<file path="src/logic/timer_pkg.sv">
// Purpose: constants and carrier types of the capture/compare timer
// Assumes: AXI4-Lite register bus, 32-bit data, one clock
// Notes: offsets are byte addresses, registers sit in the low bits
// Summary of operation
// - Counter reaching modulo sets overflow flag
// - Overflow request only while its enable set
// - Capture or compare sets channel flag
// - Channel request only while channel enable one
// - Timer keeps running in wait mode
// - Registers unreachable during wait mode
// - Enabled request wakes from wait
// - Stop mode halts counting
// - Stop mode preserves registers and counter
// - Leaving stop resumes from preserved state
// - Counter halts during debug break
// - Clear-enable set lets break clears stick
// - Clear-enable zero protects flags during break
// - First clear step survives break, second clears
// - Seven prescaler rates chosen by three bits
package timer_pkg;
    // ------------------------------------------------------------------
    // Register map
    // ------------------------------------------------------------------
    localparam int ADDR_W = 8;
    localparam logic [7:0] OFF_STATUS = 8'h00;
    localparam logic [7:0] OFF_COUNTER = 8'h04;
    localparam logic [7:0] OFF_MODULO = 8'h08;
    localparam logic [7:0] OFF_CH0_SC = 8'h0c;
    localparam logic [7:0] OFF_CH0_VAL = 8'h10;
    localparam logic [7:0] OFF_CH1_SC = 8'h14;
    localparam logic [7:0] OFF_CH1_VAL = 8'h18;
    localparam logic [7:0] OFF_BREAK_CTL = 8'h1c;
    // ------------------------------------------------------------------
    // Field positions and reset values
    // ------------------------------------------------------------------
    localparam int FLAG_BIT = 7;
    localparam int IRQ_EN_BIT = 6;
    localparam int STOP_BIT = 5;
    localparam int MODE_BIT = 4;
    localparam int EDGE_LSB = 2;
    localparam int PS_LSB = 0;
    localparam int BREAK_CLEAR_ENABLE_BIT = 0;
    localparam logic [15:0] MODULO_RST = 16'hffff;
    localparam logic [2:0] PS_MAX = 3'h6;
    localparam logic [1:0] RESP_OKAY = 2'h0;
    localparam logic [1:0] RESP_SLVERR = 2'h2;
    // ------------------------------------------------------------------
    // State carriers
    // ------------------------------------------------------------------
    typedef struct packed {
        logic flag;
        logic irq_en;
        logic compare;
        logic [1:0] edge_sel;
        logic [15:0] value;
        logic armed;
        logic pin_q;
        logic irq;
    } chan_t;
    typedef struct packed {
        logic overflow_flag;
        logic overflow_irq_enable;
        logic stop;
        logic [2:0] prescale_select;
        logic [15:0] counter;
        logic [15:0] modulo;
        logic ovf_armed;
        logic break_clear_enable;
        logic ovf_irq;
        logic wake;
        chan_t [1:0] chan;
    } timer_state_t;
endpackage

</file>
<file path="src/logic/rate_prescaler.sv">
// Purpose: divides the bus clock into one of seven counting rates
// Assumes: select codes 0..6 divide by 1..64, code 7 acts as 6
// Notes: tick is a flip-flop output, one cycle per period, held high every running cycle at divide-by-1
module rate_prescaler (
    // Clock and reset
    input wire logic i_ref_clk,
    input wire logic i_sys_rst,
    // Control
    input wire logic i_run,
    input wire logic [2:0] i_select,
    // Rate pulse
    output logic o_tick
);
    logic [5:0] div_r;
    logic [5:0] mask;
    logic [2:0] sel;

    // Low divider bits, as many as the select code, all ones mark the end of a period
    always_comb begin
        sel = (i_select > timer_pkg::PS_MAX) ? timer_pkg::PS_MAX : i_select;
        mask = 6'(({6'h0, 1'b1} << sel) - 7'h1);
    end

    // Divider only advances while the timer runs
    always_ff @(posedge i_ref_clk) begin
        if (i_sys_rst) begin
            div_r <= 6'h0;
            o_tick <= 1'b0;
        end else begin
            div_r <= i_run ? div_r + 6'h1 : div_r;
            o_tick <= i_run && ((div_r & mask) == mask);
        end
    end
endmodule // rate_prescaler

</file>
<file path="src/logic/axil_port.sv">
// Purpose: AXI4-Lite slave handshake for the timer registers
// Assumes: one write and one read outstanding at most
// Notes: write strobe is one cycle, read effect at the address edge
module axil_port (
    // Clock and reset
    input wire logic i_ref_clk,
    input wire logic i_sys_rst,
    // AXI4-Lite slave
    input wire logic i_awvalid,
    output logic o_awready,
    input wire logic [7:0] i_awaddr,
    input wire logic i_wvalid,
    output logic o_wready,
    input wire logic [31:0] i_wdata,
    input wire logic [3:0] i_wstrb,
    output logic o_bvalid,
    input wire logic i_bready,
    output logic [1:0] o_bresp,
    input wire logic i_arvalid,
    output logic o_arready,
    input wire logic i_rready,
    output logic o_rvalid,
    output logic [31:0] o_rdata,
    output logic [1:0] o_rresp,
    // Register side
    output logic o_wr_en,
    output logic [7:0] o_wr_addr,
    output logic [31:0] o_wr_data,
    output logic [3:0] o_wr_strb,
    input wire logic i_wr_err,
    output logic o_rd_en,
    input wire logic [31:0] i_rd_data,
    input wire logic i_rd_err
);
    logic aw_got_r;
    logic w_got_r;

    assign o_wr_en = aw_got_r && w_got_r && !o_bvalid;
    assign o_rd_en = i_arvalid && o_arready;

    // Ready pulses last one cycle so an item is never taken twice
    always_ff @(posedge i_ref_clk) begin
        if (i_sys_rst) begin
            {o_awready, o_wready, o_arready, o_bvalid, o_rvalid} <= 5'h0;
            {aw_got_r, w_got_r} <= 2'h0;
            o_wr_addr <= 8'h0;
            o_wr_data <= 32'h0;
            o_wr_strb <= 4'h0;
            o_bresp <= 2'h0;
            o_rdata <= 32'h0;
            o_rresp <= 2'h0;
        end else begin
            o_awready <= i_awvalid && !o_awready && !aw_got_r && !o_bvalid;
            o_wready <= i_wvalid && !o_wready && !w_got_r && !o_bvalid;
            if (i_awvalid && o_awready) begin
                aw_got_r <= 1'b1;
                o_wr_addr <= i_awaddr;
            end
            if (i_wvalid && o_wready) begin
                w_got_r <= 1'b1;
                o_wr_data <= i_wdata;
                o_wr_strb <= i_wstrb;
            end
            if (o_wr_en) begin
                {aw_got_r, w_got_r} <= 2'h0;
                o_bvalid <= 1'b1;
                o_bresp <= i_wr_err ? timer_pkg::RESP_SLVERR
                                    : timer_pkg::RESP_OKAY;
            end else if (i_bready) begin
                o_bvalid <= 1'b0;
            end
            o_arready <= i_arvalid && !o_arready && !o_rvalid;
            if (o_rd_en) begin
                o_rvalid <= 1'b1;
                o_rdata <= i_rd_data;
                o_rresp <= i_rd_err ? timer_pkg::RESP_SLVERR
                                    : timer_pkg::RESP_OKAY;
            end else if (i_rready) begin
                o_rvalid <= 1'b0;
            end
        end
    end
endmodule // axil_port

</file>
<file path="src/logic/capture_compare_timer.sv">
// Purpose: two-channel timer with flags, requests, low-power, break
// Assumes: mode and break inputs synchronous to i_ref_clk
// Notes: flags clear by read-while-set then write zero
//
// Implementation choices: register access over AXI4-Lite and the placing of the registers.
module capture_compare_timer (
    // Clock and reset
    input wire logic i_ref_clk,
    input wire logic i_sys_rst,
    // AXI4-Lite write
    input wire logic i_awvalid,
    output logic o_awready,
    input wire logic [7:0] i_awaddr,
    input wire logic i_wvalid,
    output logic o_wready,
    input wire logic [31:0] i_wdata,
    input wire logic [3:0] i_wstrb,
    output logic o_bvalid,
    input wire logic i_bready,
    output logic [1:0] o_bresp,
    // AXI4-Lite read
    input wire logic i_arvalid,
    output logic o_arready,
    input wire logic [7:0] i_araddr,
    output logic o_rvalid,
    input wire logic i_rready,
    output logic [31:0] o_rdata,
    output logic [1:0] o_rresp,
    // System state
    input wire logic i_wait_mode,
    input wire logic i_stop_mode,
    input wire logic i_break_active,
    // Capture inputs
    input wire logic [1:0] i_capture_pin,
    // Requests to the processor
    output logic o_overflow_irq,
    output logic [1:0] o_channel_irq,
    output logic o_wake_request
);
    timer_pkg::timer_state_t st_r;
    timer_pkg::timer_state_t st_nxt;
    logic wr_en;
    logic [7:0] wr_addr;
    logic [31:0] wr_data;
    logic [3:0] wr_strb;
    logic wr_err;
    logic rd_en;
    logic [31:0] rd_data;
    logic rd_err;
    logic tick;
    logic run;
    logic lock;
    logic clr_ok;
    logic [7:0] wb;
    logic [1:0] ch_evt;

    // ------------------------------------------------------------------
    // Bus slave and prescaler
    // ------------------------------------------------------------------
    axil_port u_port (
        .i_ref_clk(i_ref_clk),
        .i_sys_rst(i_sys_rst),
        .i_awvalid(i_awvalid),
        .o_awready(o_awready),
        .i_awaddr(i_awaddr),
        .i_wvalid(i_wvalid),
        .o_wready(o_wready),
        .i_wdata(i_wdata),
        .i_wstrb(i_wstrb),
        .o_bvalid(o_bvalid),
        .i_bready(i_bready),
        .o_bresp(o_bresp),
        .i_arvalid(i_arvalid),
        .o_arready(o_arready),
        .i_rready(i_rready),
        .o_rvalid(o_rvalid),
        .o_rdata(o_rdata),
        .o_rresp(o_rresp),
        .o_wr_en(wr_en),
        .o_wr_addr(wr_addr),
        .o_wr_data(wr_data),
        .o_wr_strb(wr_strb),
        .i_wr_err(wr_err),
        .o_rd_en(rd_en),
        .i_rd_data(rd_data),
        .i_rd_err(rd_err)
    );

    rate_prescaler u_presc (
        .i_ref_clk(i_ref_clk),
        .i_sys_rst(i_sys_rst),
        .i_run(run),
        .i_select(st_r.prescale_select),
        .o_tick(tick)
    );

    // Byte-lane merge of a 16-bit register
    function automatic logic [15:0] merge16(input logic [15:0] old,
                                            input logic [31:0] d,
                                            input logic [3:0] s);
        merge16 = {s[1] ? d[15:8] : old[15:8], s[0] ? d[7:0] : old[7:0]};
    endfunction

    // Run only out of stop, out of break and not stopped by software;
    // wait mode is deliberately absent so the timer keeps going
    assign run = !st_r.stop && !i_stop_mode && !i_break_active;
    // Break with clear-enable low freezes every flag-clear step
    assign lock = i_break_active && !st_r.break_clear_enable;
    assign clr_ok = !lock;
    assign wb = wr_data[7:0];

    // ------------------------------------------------------------------
    // Next-state logic
    // ------------------------------------------------------------------
    always_comb begin
        st_nxt = st_r;
        rd_data = 32'h0;
        rd_err = 1'b0;
        wr_err = 1'b0;
        ch_evt = 2'h0;
        // Read data and the first clear step
        unique case (i_araddr)
            timer_pkg::OFF_STATUS: rd_data[7:0] = {st_r.overflow_flag,
                st_r.overflow_irq_enable, st_r.stop, 2'h0,
                st_r.prescale_select};
            timer_pkg::OFF_COUNTER: rd_data[15:0] = st_r.counter;
            timer_pkg::OFF_MODULO: rd_data[15:0] = st_r.modulo;
            timer_pkg::OFF_CH0_SC, timer_pkg::OFF_CH1_SC: begin
                rd_data[7:0] = {st_r.chan[i_araddr[4]].flag,
                    st_r.chan[i_araddr[4]].irq_en, 1'b0,
                    st_r.chan[i_araddr[4]].compare,
                    st_r.chan[i_araddr[4]].edge_sel, 2'h0};
            end
            timer_pkg::OFF_CH0_VAL: rd_data[15:0] = st_r.chan[0].value;
            timer_pkg::OFF_CH1_VAL: rd_data[15:0] = st_r.chan[1].value;
            timer_pkg::OFF_BREAK_CTL: begin
                rd_data[timer_pkg::BREAK_CLEAR_ENABLE_BIT] = st_r.break_clear_enable;
            end
            default: rd_err = 1'b1;
        endcase
        // No register answers while the processor waits
        if (i_wait_mode) begin
            rd_data = 32'h0;
            rd_err = 1'b1;
        end
        if (rd_en && !rd_err && clr_ok) begin
            if (i_araddr == timer_pkg::OFF_STATUS && st_r.overflow_flag) begin
                st_nxt.ovf_armed = 1'b1;
            end
            if ((i_araddr == timer_pkg::OFF_CH0_SC ||
                 i_araddr == timer_pkg::OFF_CH1_SC) &&
                st_r.chan[i_araddr[4]].flag) begin
                st_nxt.chan[i_araddr[4]].armed = 1'b1;
            end
        end
        // Register writes and the second clear step
        if (wr_en && i_wait_mode) begin
            wr_err = 1'b1;
        end else if (wr_en) begin
            unique case (wr_addr)
                timer_pkg::OFF_STATUS: if (wr_strb[0]) begin
                    st_nxt.overflow_irq_enable = wb[timer_pkg::IRQ_EN_BIT];
                    st_nxt.stop = wb[timer_pkg::STOP_BIT];
                    st_nxt.prescale_select = wb[timer_pkg::PS_LSB +: 3];
                    // Armed state survives a locked break
                    if (!wb[timer_pkg::FLAG_BIT] && st_r.ovf_armed &&
                        clr_ok) begin
                        st_nxt.overflow_flag = 1'b0;
                        st_nxt.ovf_armed = 1'b0;
                    end
                end
                timer_pkg::OFF_COUNTER: st_nxt.counter = 16'h0;
                timer_pkg::OFF_MODULO: begin
                    st_nxt.modulo = merge16(st_r.modulo, wr_data, wr_strb);
                end
                timer_pkg::OFF_CH0_SC, timer_pkg::OFF_CH1_SC: begin
                    if (wr_strb[0]) begin
                        st_nxt.chan[wr_addr[4]].irq_en =
                            wb[timer_pkg::IRQ_EN_BIT];
                        st_nxt.chan[wr_addr[4]].compare =
                            wb[timer_pkg::MODE_BIT];
                        st_nxt.chan[wr_addr[4]].edge_sel =
                            wb[timer_pkg::EDGE_LSB +: 2];
                        if (!wb[timer_pkg::FLAG_BIT] &&
                            st_r.chan[wr_addr[4]].armed &&
                            clr_ok) begin
                            st_nxt.chan[wr_addr[4]].flag = 1'b0;
                            st_nxt.chan[wr_addr[4]].armed = 1'b0;
                        end
                    end
                end
                timer_pkg::OFF_CH0_VAL: begin
                    st_nxt.chan[0].value =
                        merge16(st_r.chan[0].value, wr_data, wr_strb);
                end
                timer_pkg::OFF_CH1_VAL: begin
                    st_nxt.chan[1].value =
                        merge16(st_r.chan[1].value, wr_data, wr_strb);
                end
                timer_pkg::OFF_BREAK_CTL: if (wr_strb[0]) begin
                    st_nxt.break_clear_enable = wb[timer_pkg::BREAK_CLEAR_ENABLE_BIT];
                end
                default: wr_err = 1'b1;
            endcase
        end
        // Counting after writes, so a new event beats a clear
        if (run && tick) begin
            if (st_nxt.counter == st_r.modulo) begin
                st_nxt.counter = 16'h0;
                st_nxt.overflow_flag = 1'b1;
                st_nxt.ovf_armed = 1'b0;
            end else begin
                st_nxt.counter = st_nxt.counter + 16'h1;
            end
        end
        // Per-channel capture and compare; stop mode freezes both
        for (int c = 0; c < 2; c++) begin
            st_nxt.chan[c].pin_q = i_capture_pin[c];
            if (st_r.chan[c].compare) begin
                ch_evt[c] = run && tick &&
                    st_r.counter == st_r.chan[c].value;
            end else begin
                ch_evt[c] = !i_stop_mode &&
                    ((st_r.chan[c].edge_sel[0] && i_capture_pin[c] &&
                      !st_r.chan[c].pin_q) ||
                     (st_r.chan[c].edge_sel[1] && !i_capture_pin[c] &&
                      st_r.chan[c].pin_q));
            end
            if (ch_evt[c]) begin
                if (!st_r.chan[c].compare) begin
                    st_nxt.chan[c].value = st_r.counter;
                end
                st_nxt.chan[c].flag = 1'b1;
                st_nxt.chan[c].armed = 1'b0;
            end
            st_nxt.chan[c].irq = st_nxt.chan[c].flag &&
                st_nxt.chan[c].irq_en;
        end
        st_nxt.ovf_irq = st_nxt.overflow_flag &&
            st_nxt.overflow_irq_enable;
        // Any enabled request pulls the part out of wait
        st_nxt.wake = i_wait_mode && (st_nxt.ovf_irq ||
            st_nxt.chan[0].irq || st_nxt.chan[1].irq);
    end

    // State register; a software stop before wait saves power
    always_ff @(posedge i_ref_clk) begin
        if (i_sys_rst) begin
            st_r <= '0;
            st_r.modulo <= timer_pkg::MODULO_RST;
        end else begin
            st_r <= st_nxt;
        end
    end

    assign o_overflow_irq = st_r.ovf_irq;
    assign o_channel_irq = {st_r.chan[1].irq, st_r.chan[0].irq};
    assign o_wake_request = st_r.wake;
endmodule // capture_compare_timer

</file>
<file path="config.mk">
export PLATFORM = sky130hd
export DESIGN_NAME = capture_compare_timer
export DESIGN_NICKNAME = d
export VERILOG_FILES = /design/src/logic/timer_pkg.sv /design/src/logic/rate_prescaler.sv /design/src/logic/axil_port.sv /design/src/logic/capture_compare_timer.sv
export SDC_FILE = /design/constraint.sdc
export NUM_CORES = 1
export LEC_CHECK = 0
export BUFFER_PORTS_ARGS = -buffer_cell sky130_fd_sc_hd__buf_2
export CAP_MARGIN = 20
export CELL_PAD_IN_SITES_DETAIL_PLACEMENT = 1
export CELL_PAD_IN_SITES_GLOBAL_PLACEMENT = 1
export CORE_MARGIN = 2
export CORE_UTILIZATION = 25
export CTS_CLUSTER_SIZE = 20
export DETAILED_ROUTE_END_ITERATION = 7
export MAX_ROUTING_LAYER = met4
export PLACE_DENSITY_LB_ADDON = 0.1
export SYNTH_ARGS = -nofsm -noshare
export SYNTH_HDL_FRONTEND = slang
export SYNTH_SLANG_ARGS = --single-unit
</file>
<file path="constraint.sdc">
create_clock -name i_ref_clk -period 2.8 [get_ports i_ref_clk]
set_input_delay 0.14 -clock i_ref_clk [delete_from_list [all_inputs] [get_ports i_ref_clk]]
set_output_delay 0.14 -clock i_ref_clk [all_outputs]
set_load 0.02 [all_outputs]
</file>
# ---- After elaboration in Yosys (flattened, before gate mapping)
# Cells that the tools add are included.
dict set report totals {
  register_bits 166
  wordCells 237
}
dict set report op_classes {
  addsub 3
  magnitude_cmp 5
  n_eq_ne 18
  shift 1
  mux 83
  bitwise_logic 2
  n_reduce_logical 83
}
# op n
set op_table {}
lappend op_table {{$bwmux 48} 6}
lappend op_table {{$mux 48} 6}
lappend op_table {{$demux 24 s1} 6}
lappend op_table {{$mux 16} 7}
lappend op_table {{$mux 40} 2}
lappend op_table {{$mux 24} 3}
lappend op_table {{$eq 8x5->1 const B} 8}
lappend op_table {{$pmux 16 s2} 2}
lappend op_table {{$mux 8} 7}
lappend op_table {{$eq 16x16->1} 3}
lappend op_table {{$logic_and 1x1->1} 45}
lappend op_table {{$pmux 7 s6} 1}
lappend op_table {{$mux 17} 2}
lappend op_table {{$eq 8x4->1 const B} 4}
lappend op_table {{$pmux 8 s4} 1}
lappend op_table {{$mux 1} 25}
lappend op_table {{$mux 23} 1}
lappend op_table {{$mux 22} 1}
lappend op_table {{$mux 21} 1}
lappend op_table {{$logic_not 1->1} 18}
lappend op_table {{$mux 3} 6}
lappend op_table {{$add 16x1->16 const B} 1}
lappend op_table {{$eq 8x3->1 const B} 2}
lappend op_table {{$logic_not 8->1} 2}
lappend op_table {{other kinds (18)} 35}

# ---- Logic depth before layout (Yosys ltp)
dict set report logic_depth {
  depth_word 23
  ltp_mapped 11
  depth_no_buf 8
}

# ---- By module
# Synthesis repeated with hierarchy kept, for this count alone.
dict set report hier_totals {
  cells_unflattened 1053
  area_unflattened_um2 8764.7
}
# module instances cells_per_inst area_each_um2 seq_area_each_um2
set by_module_without_submodules {}
lappend by_module_without_submodules {capture_compare_timer 1 654 5382.7 1801.7}
lappend by_module_without_submodules {axil_port 1 365 3067.9 1701.6}
lappend by_module_without_submodules {rate_prescaler 1 34 314.1 140.1}

# ---- Worst setup path before layout
# No wires, ideal clock.
dict set report synth_path {
  path_type {register -> register}
  start {register u_port.o_bvalid}
  end {register st_r[80] (netlist name)}
  arrival_time_ns 2.145
  required_ns 2.685
  path_slack_ns 0.539
  path_stages_with_launch 12
  n_path_buf 3
  path_cell_list {dfxtp_1 and3b_1 clkbuf_1 nand4_1 buf_2 and2_1 ha_1 and3_1 clkbuf_1 nand4_1 xnor2_1 nor2_2}
}
dict set report synth_between {
  elab_chain_cells 7
}
# element line_no
set synth_lines {}
lappend synth_lines {{start: declaration} axil_port.sv:16} ;# output logic o_bvalid,
lappend synth_lines {{start signal: assignment} axil_port.sv:44} ;# {o_awready, o_wready, o_arready, o_bvalid, o_rvalid} <= 5'h0;
lappend synth_lines {{start signal: assignment} axil_port.sv:66} ;# o_bvalid <= 1'b1;
lappend synth_lines {{start signal: assignment} axil_port.sv:70} ;# o_bvalid <= 1'b0;
lappend synth_lines {{$logic_not 1->1 *} axil_port.sv:38} ;# assign o_wr_en = aw_got_r && w_got_r && !o_bvalid;
lappend synth_lines {{$logic_and 1x1->1 *} axil_port.sv:38}
lappend synth_lines {{$mux 40 or $logic_and 1x1->1 (tied branches)} {capture_compare_timer.sv:159, capture_compare_timer.sv:157}}
lappend synth_lines {{$mux 40 *} capture_compare_timer.sv:157} ;# if (wr_en && i_wait_mode) begin
lappend synth_lines {{$add 16x1->16 or $eq 16x16->1 (tied branches)} {capture_compare_timer.sv:213, capture_compare_timer.sv:208}}
lappend synth_lines {{$mux 16} capture_compare_timer.sv:208} ;# if (st_nxt.counter == st_r.modulo) begin
lappend synth_lines {{$mux 16 *} capture_compare_timer.sv:207} ;# if (run && tick) begin
lappend synth_lines {{end signal: assignment} capture_compare_timer.sv:252} ;# st_r <= st_nxt;
lappend synth_lines {{end: declaration} capture_compare_timer.sv:40} ;# timer_pkg::timer_state_t st_r;
# Mark *: on every way between the ends. The rest lies on a longest branch, timed or not.
# A chain may end at the register's enable or synchronous reset.

# ---- Worst setup path in the final report
dict set report layout_path {
  start {register st_r[73] (netlist name)}
  end {register st_r (netlist bit o_overflow_irq)}
}
dict set report layout_between {
  elab_chain_cells 7
}
# element line_no
set layout_lines {}
lappend layout_lines {{$mux 16} capture_compare_timer.sv:160} ;# unique case (wr_addr)
lappend layout_lines {{$mux 40} capture_compare_timer.sv:159} ;# end else if (wr_en) begin
lappend layout_lines {{$mux 40 *} capture_compare_timer.sv:157}
lappend layout_lines {{$eq 16x16->1 *} capture_compare_timer.sv:208}
lappend layout_lines {{$mux 1 *} capture_compare_timer.sv:208}
lappend layout_lines {{$mux 1 *} capture_compare_timer.sv:207}
lappend layout_lines {{$logic_and 1x1->1 *} capture_compare_timer.sv:239} ;# st_nxt.ovf_irq = st_nxt.overflow_flag &&
# Marks and branches as above.

==> impl_results.md <==
* Peak supply drop at 0.365 mV
* Setup crit end: o_overflow_irq
* Die height at 176 um
* RR Startpoint: st_r[73]
* Internal power at 3590 uW
* Net count, final at 1025
* CP Cell Sequence: nor2b_1 > a2111o_1 > a221oi_2 > nand4_2 > nor4_1 > buf_4 > a21oi_1 > nor3_1
* Sink Count at 148
* Net Sw Frac at 25.5%
* Slew @ Worst Pin at 892 ps
* DRT iter0 DRCs at 334
* Final setup fails at 0
* Crit end category: register
* Commonest non-fill, non-tap cells in the layout: dfxtp_1, nand2_1, nor2_1, buf_2, mux2i_1
* Post-route clock period utilization at 88.1%
* Row Count at 62
* FF+latch count, synth at 148
* Max-Cap Viols at 0
* Status: completed
* Power share of the combinational group at 5.1%
* Slew headroom at 40.3%
* Wire length of the first global-routing pass at 41.5 mm
* Clock transition at the registers of the reported paths at 70 ps
* Register area share after synthesis at 40.2%
* Via Count at 6510
* Area of the multi-input gates at 4000 um2
* CTS tree: done
* H-tree levels at 4
* Mapped Cells at 860
* Fillers at 3437
* N_diodes at 0
* Most common cell after layout, fill and taps aside: dfxtp_1
* Detailed placer's ending HPWL at 19.6 mm
* Vias in the first global route at 6549
* DRT Pass-1 Iters at 4
* Fin. max-slew vios at 0
* Layout cells sized above 1 at 17.8%
* CP Class: reg2reg
* Synth cell types at 66
* Placed cell areas at 8160 um2
* Synth Cell Area at 7370 um2
* Clock power frac at 50.1%
* Post-route cell area at 9090 um2
* GRT overflow at 0
* Pin count of the biggest net entering global routing at 45
* Core ar. at 28900 um2
* Initial antenna violation count at 0
* Seq. cell area at 2960 um2
* Final GP Congestion at 0.824
* Worst hold path class: in2reg
* Chip width at 176 um
* Post-CTS Setup Repair Bufs at 0
* Crit path arrival time at 2810 ps
* Static Leakage at 0.00344 uW
* Wirelength per Cell at 19.9 um
* Ys async rst share at 0%
* Ys flop type: dfxtp_1
* Reg2reg end: o_overflow_irq
* Vias per cell at 4.80
* Yosys warns at 0
* Final Hold Viols at 0
* Clock latency at the later pin of the worst-skew pair at 430 ps
* Pwr/cell area at 530 nW/um2
* Max Clock Skew at 12.5 ps
* ANT nets after route at 0
* P&R area growth vs syn at 23.3%
* Fin Setup TNS at 0 ps
* Num ports at 109
* Fin Hold WS at 62.5 ps
* Post-CTS sizing at 0
* Sequential Power Share at 44.8%
* Max Clock Freq at 0.405 GHz
* RSZ-0062 raised after global routing: false
* Initial core utilization at 25.5%
* Slowest Stage Delay on Critical Path at 520 ps
* GRT Util Overall at 18.5%
* Worst Path Max Fanout at 7
* Yosys top cell area share at 40.2%
* R2r setup slk at 330 ps
* Register-to-Register Path Depth at 8
* CP Data Required Time at 3150 ps
* Residual DRC count at 0
* Port buffer count at 72
* Final WL at 27.0 mm
* CP Launch Point: st_r[73]
* Number of flops mapped to enable cells by yosys at 0
* Area leader, netlist: dfxtp_1
* Syn Area/Cell at 8.57 um2
* CP max stage cell: dfxtp_1
* Fin crit period at 2470 ps
* Startpoint types: register
* CTS buffer count at 17
* Root Buffer Master: clkbuf_16
* Psw at 1230 uW
* Clock buffer depth at 2
* Die area at 30900 um2
* Largest cells by area after synthesis: dfxtp_1, mux2i_1, nand2_1, a22oi_1, nor2_1
==> critical path, delay by kind of cell, from the launching register on <==
family                 cells  cell delay [ps]
flip-flops                 1              520
AO/OA/AOI/OAI              3              710
buffers and inverters      1              180
AND/OR/NAND/NOR            4              970
==> kinds of logic after synthesis <==
group | share of synthesized area, %
other cells | 0.0509
buf+inv | 6.38
xor+xnor | 6.53
simple gates | 22.7
flops | 40.2
mux | 8.44
fa+ha+maj | 0.339
compound gates | 15.3
==> metal layers <==
layer	global-route usage, %	up-vias	part of all wire [%]
li1	-	3182	-
met1	26.4	3176	52
met2	26.7	136	43
met3	3.68	16	3.9
met4	4.13	0	1.1
met5	-	-	0
==> synthesized netlist by cell type (all sizes together) (2+ instances only) <==
cell	number
a211o	2
a211oi	33
a21boi	2
a21oi	44
a221oi	5
a222oi	3
a22oi	45
a31oi	2
and2	7
and3	6
buf	34
clkbuf	45
dfxtp	148
ha	2
inv	18
mux2i	61
nand2	111
nand2b	7
nand3	27
nand3b	7
nand4	13
nor2	98
nor2b	8
nor3	22
nor3b	3
nor4	12
nor4b	4
o21ai	8
o22ai	6
or3	2
or4	2
xnor2	34
xor2	21
==> power by group through the flow <==
stage	Sequential (uW)	Clock [uW]	Combinational, uW
final	2160	2410	247
after global routing	2160	2590	273
after global placement	2210	0	214
after CTS	2160	2500	250
after detailed placement	2210	0	216
after floorplan	2200	0	147
==> cell type report <==
| type | instances | share of cell area, % |
|---|---|---|
| Multi-Input combinational cell | 632 | 44.0 |
| Clock buffer | 18 | 4.83 |
| Clock inverter | 14 | 1.84 |
| Timing Repair Buffer | 142 | 10.7 |
| Inverter | 18 | 0.771 |
| Sequential cell | 148 | 32.6 |
| Tap cell | 384 | 5.28 |
==> what timing repair did <==
item	in CTS	in global routing
endpoints found under the setup margin	0	0
endpoints found under the hold margin	32	0
hold buffers	32	0
==> per-stage QoR <==
step           total power (uW)  setup WS (ps)  cells  utilization, %
2_1_floorplan              2340            539    877               -
3_3_place_gp               2420            222   1292            28.3
3_5_place_dp               2420            257   1292            28.3
4_1_cts                    4910            243   1356            31.5
5_1_grt                    5020            126   1356            31.5
6_report                   4820            334   1356            31.5
==> flip-flops by register name (all words and copies together) (netlist names), 2 cells and up <==
signal,count
st_r,86
o_channel_irq,2
u_port.o_wr_strb,2
u_port.o_wr_addr,8
u_port.o_wr_data,16
u_port.o_rdata,16
u_presc.div_r,6
==> how the worst min path moves through the flow <==
stage                     startpoint  slack [ps]              endpoint  depth (start not counted)
global placement    i_capture_pin[1]         390              st_r[25]                          2
detailed placement       i_wdata[14]         390  u_port.o_wr_data[14]                          3
CTS                        i_awvalid          40   u_port.o_wr_addr[3]                          3
global route               i_awvalid          50   u_port.o_wr_addr[6]                          3
floorplan           i_capture_pin[0]         270               st_r[1]                          1
finish                     i_awvalid          60   u_port.o_wr_addr[3]                          3
No activity file was read; power rests on OpenSTA's default activity.
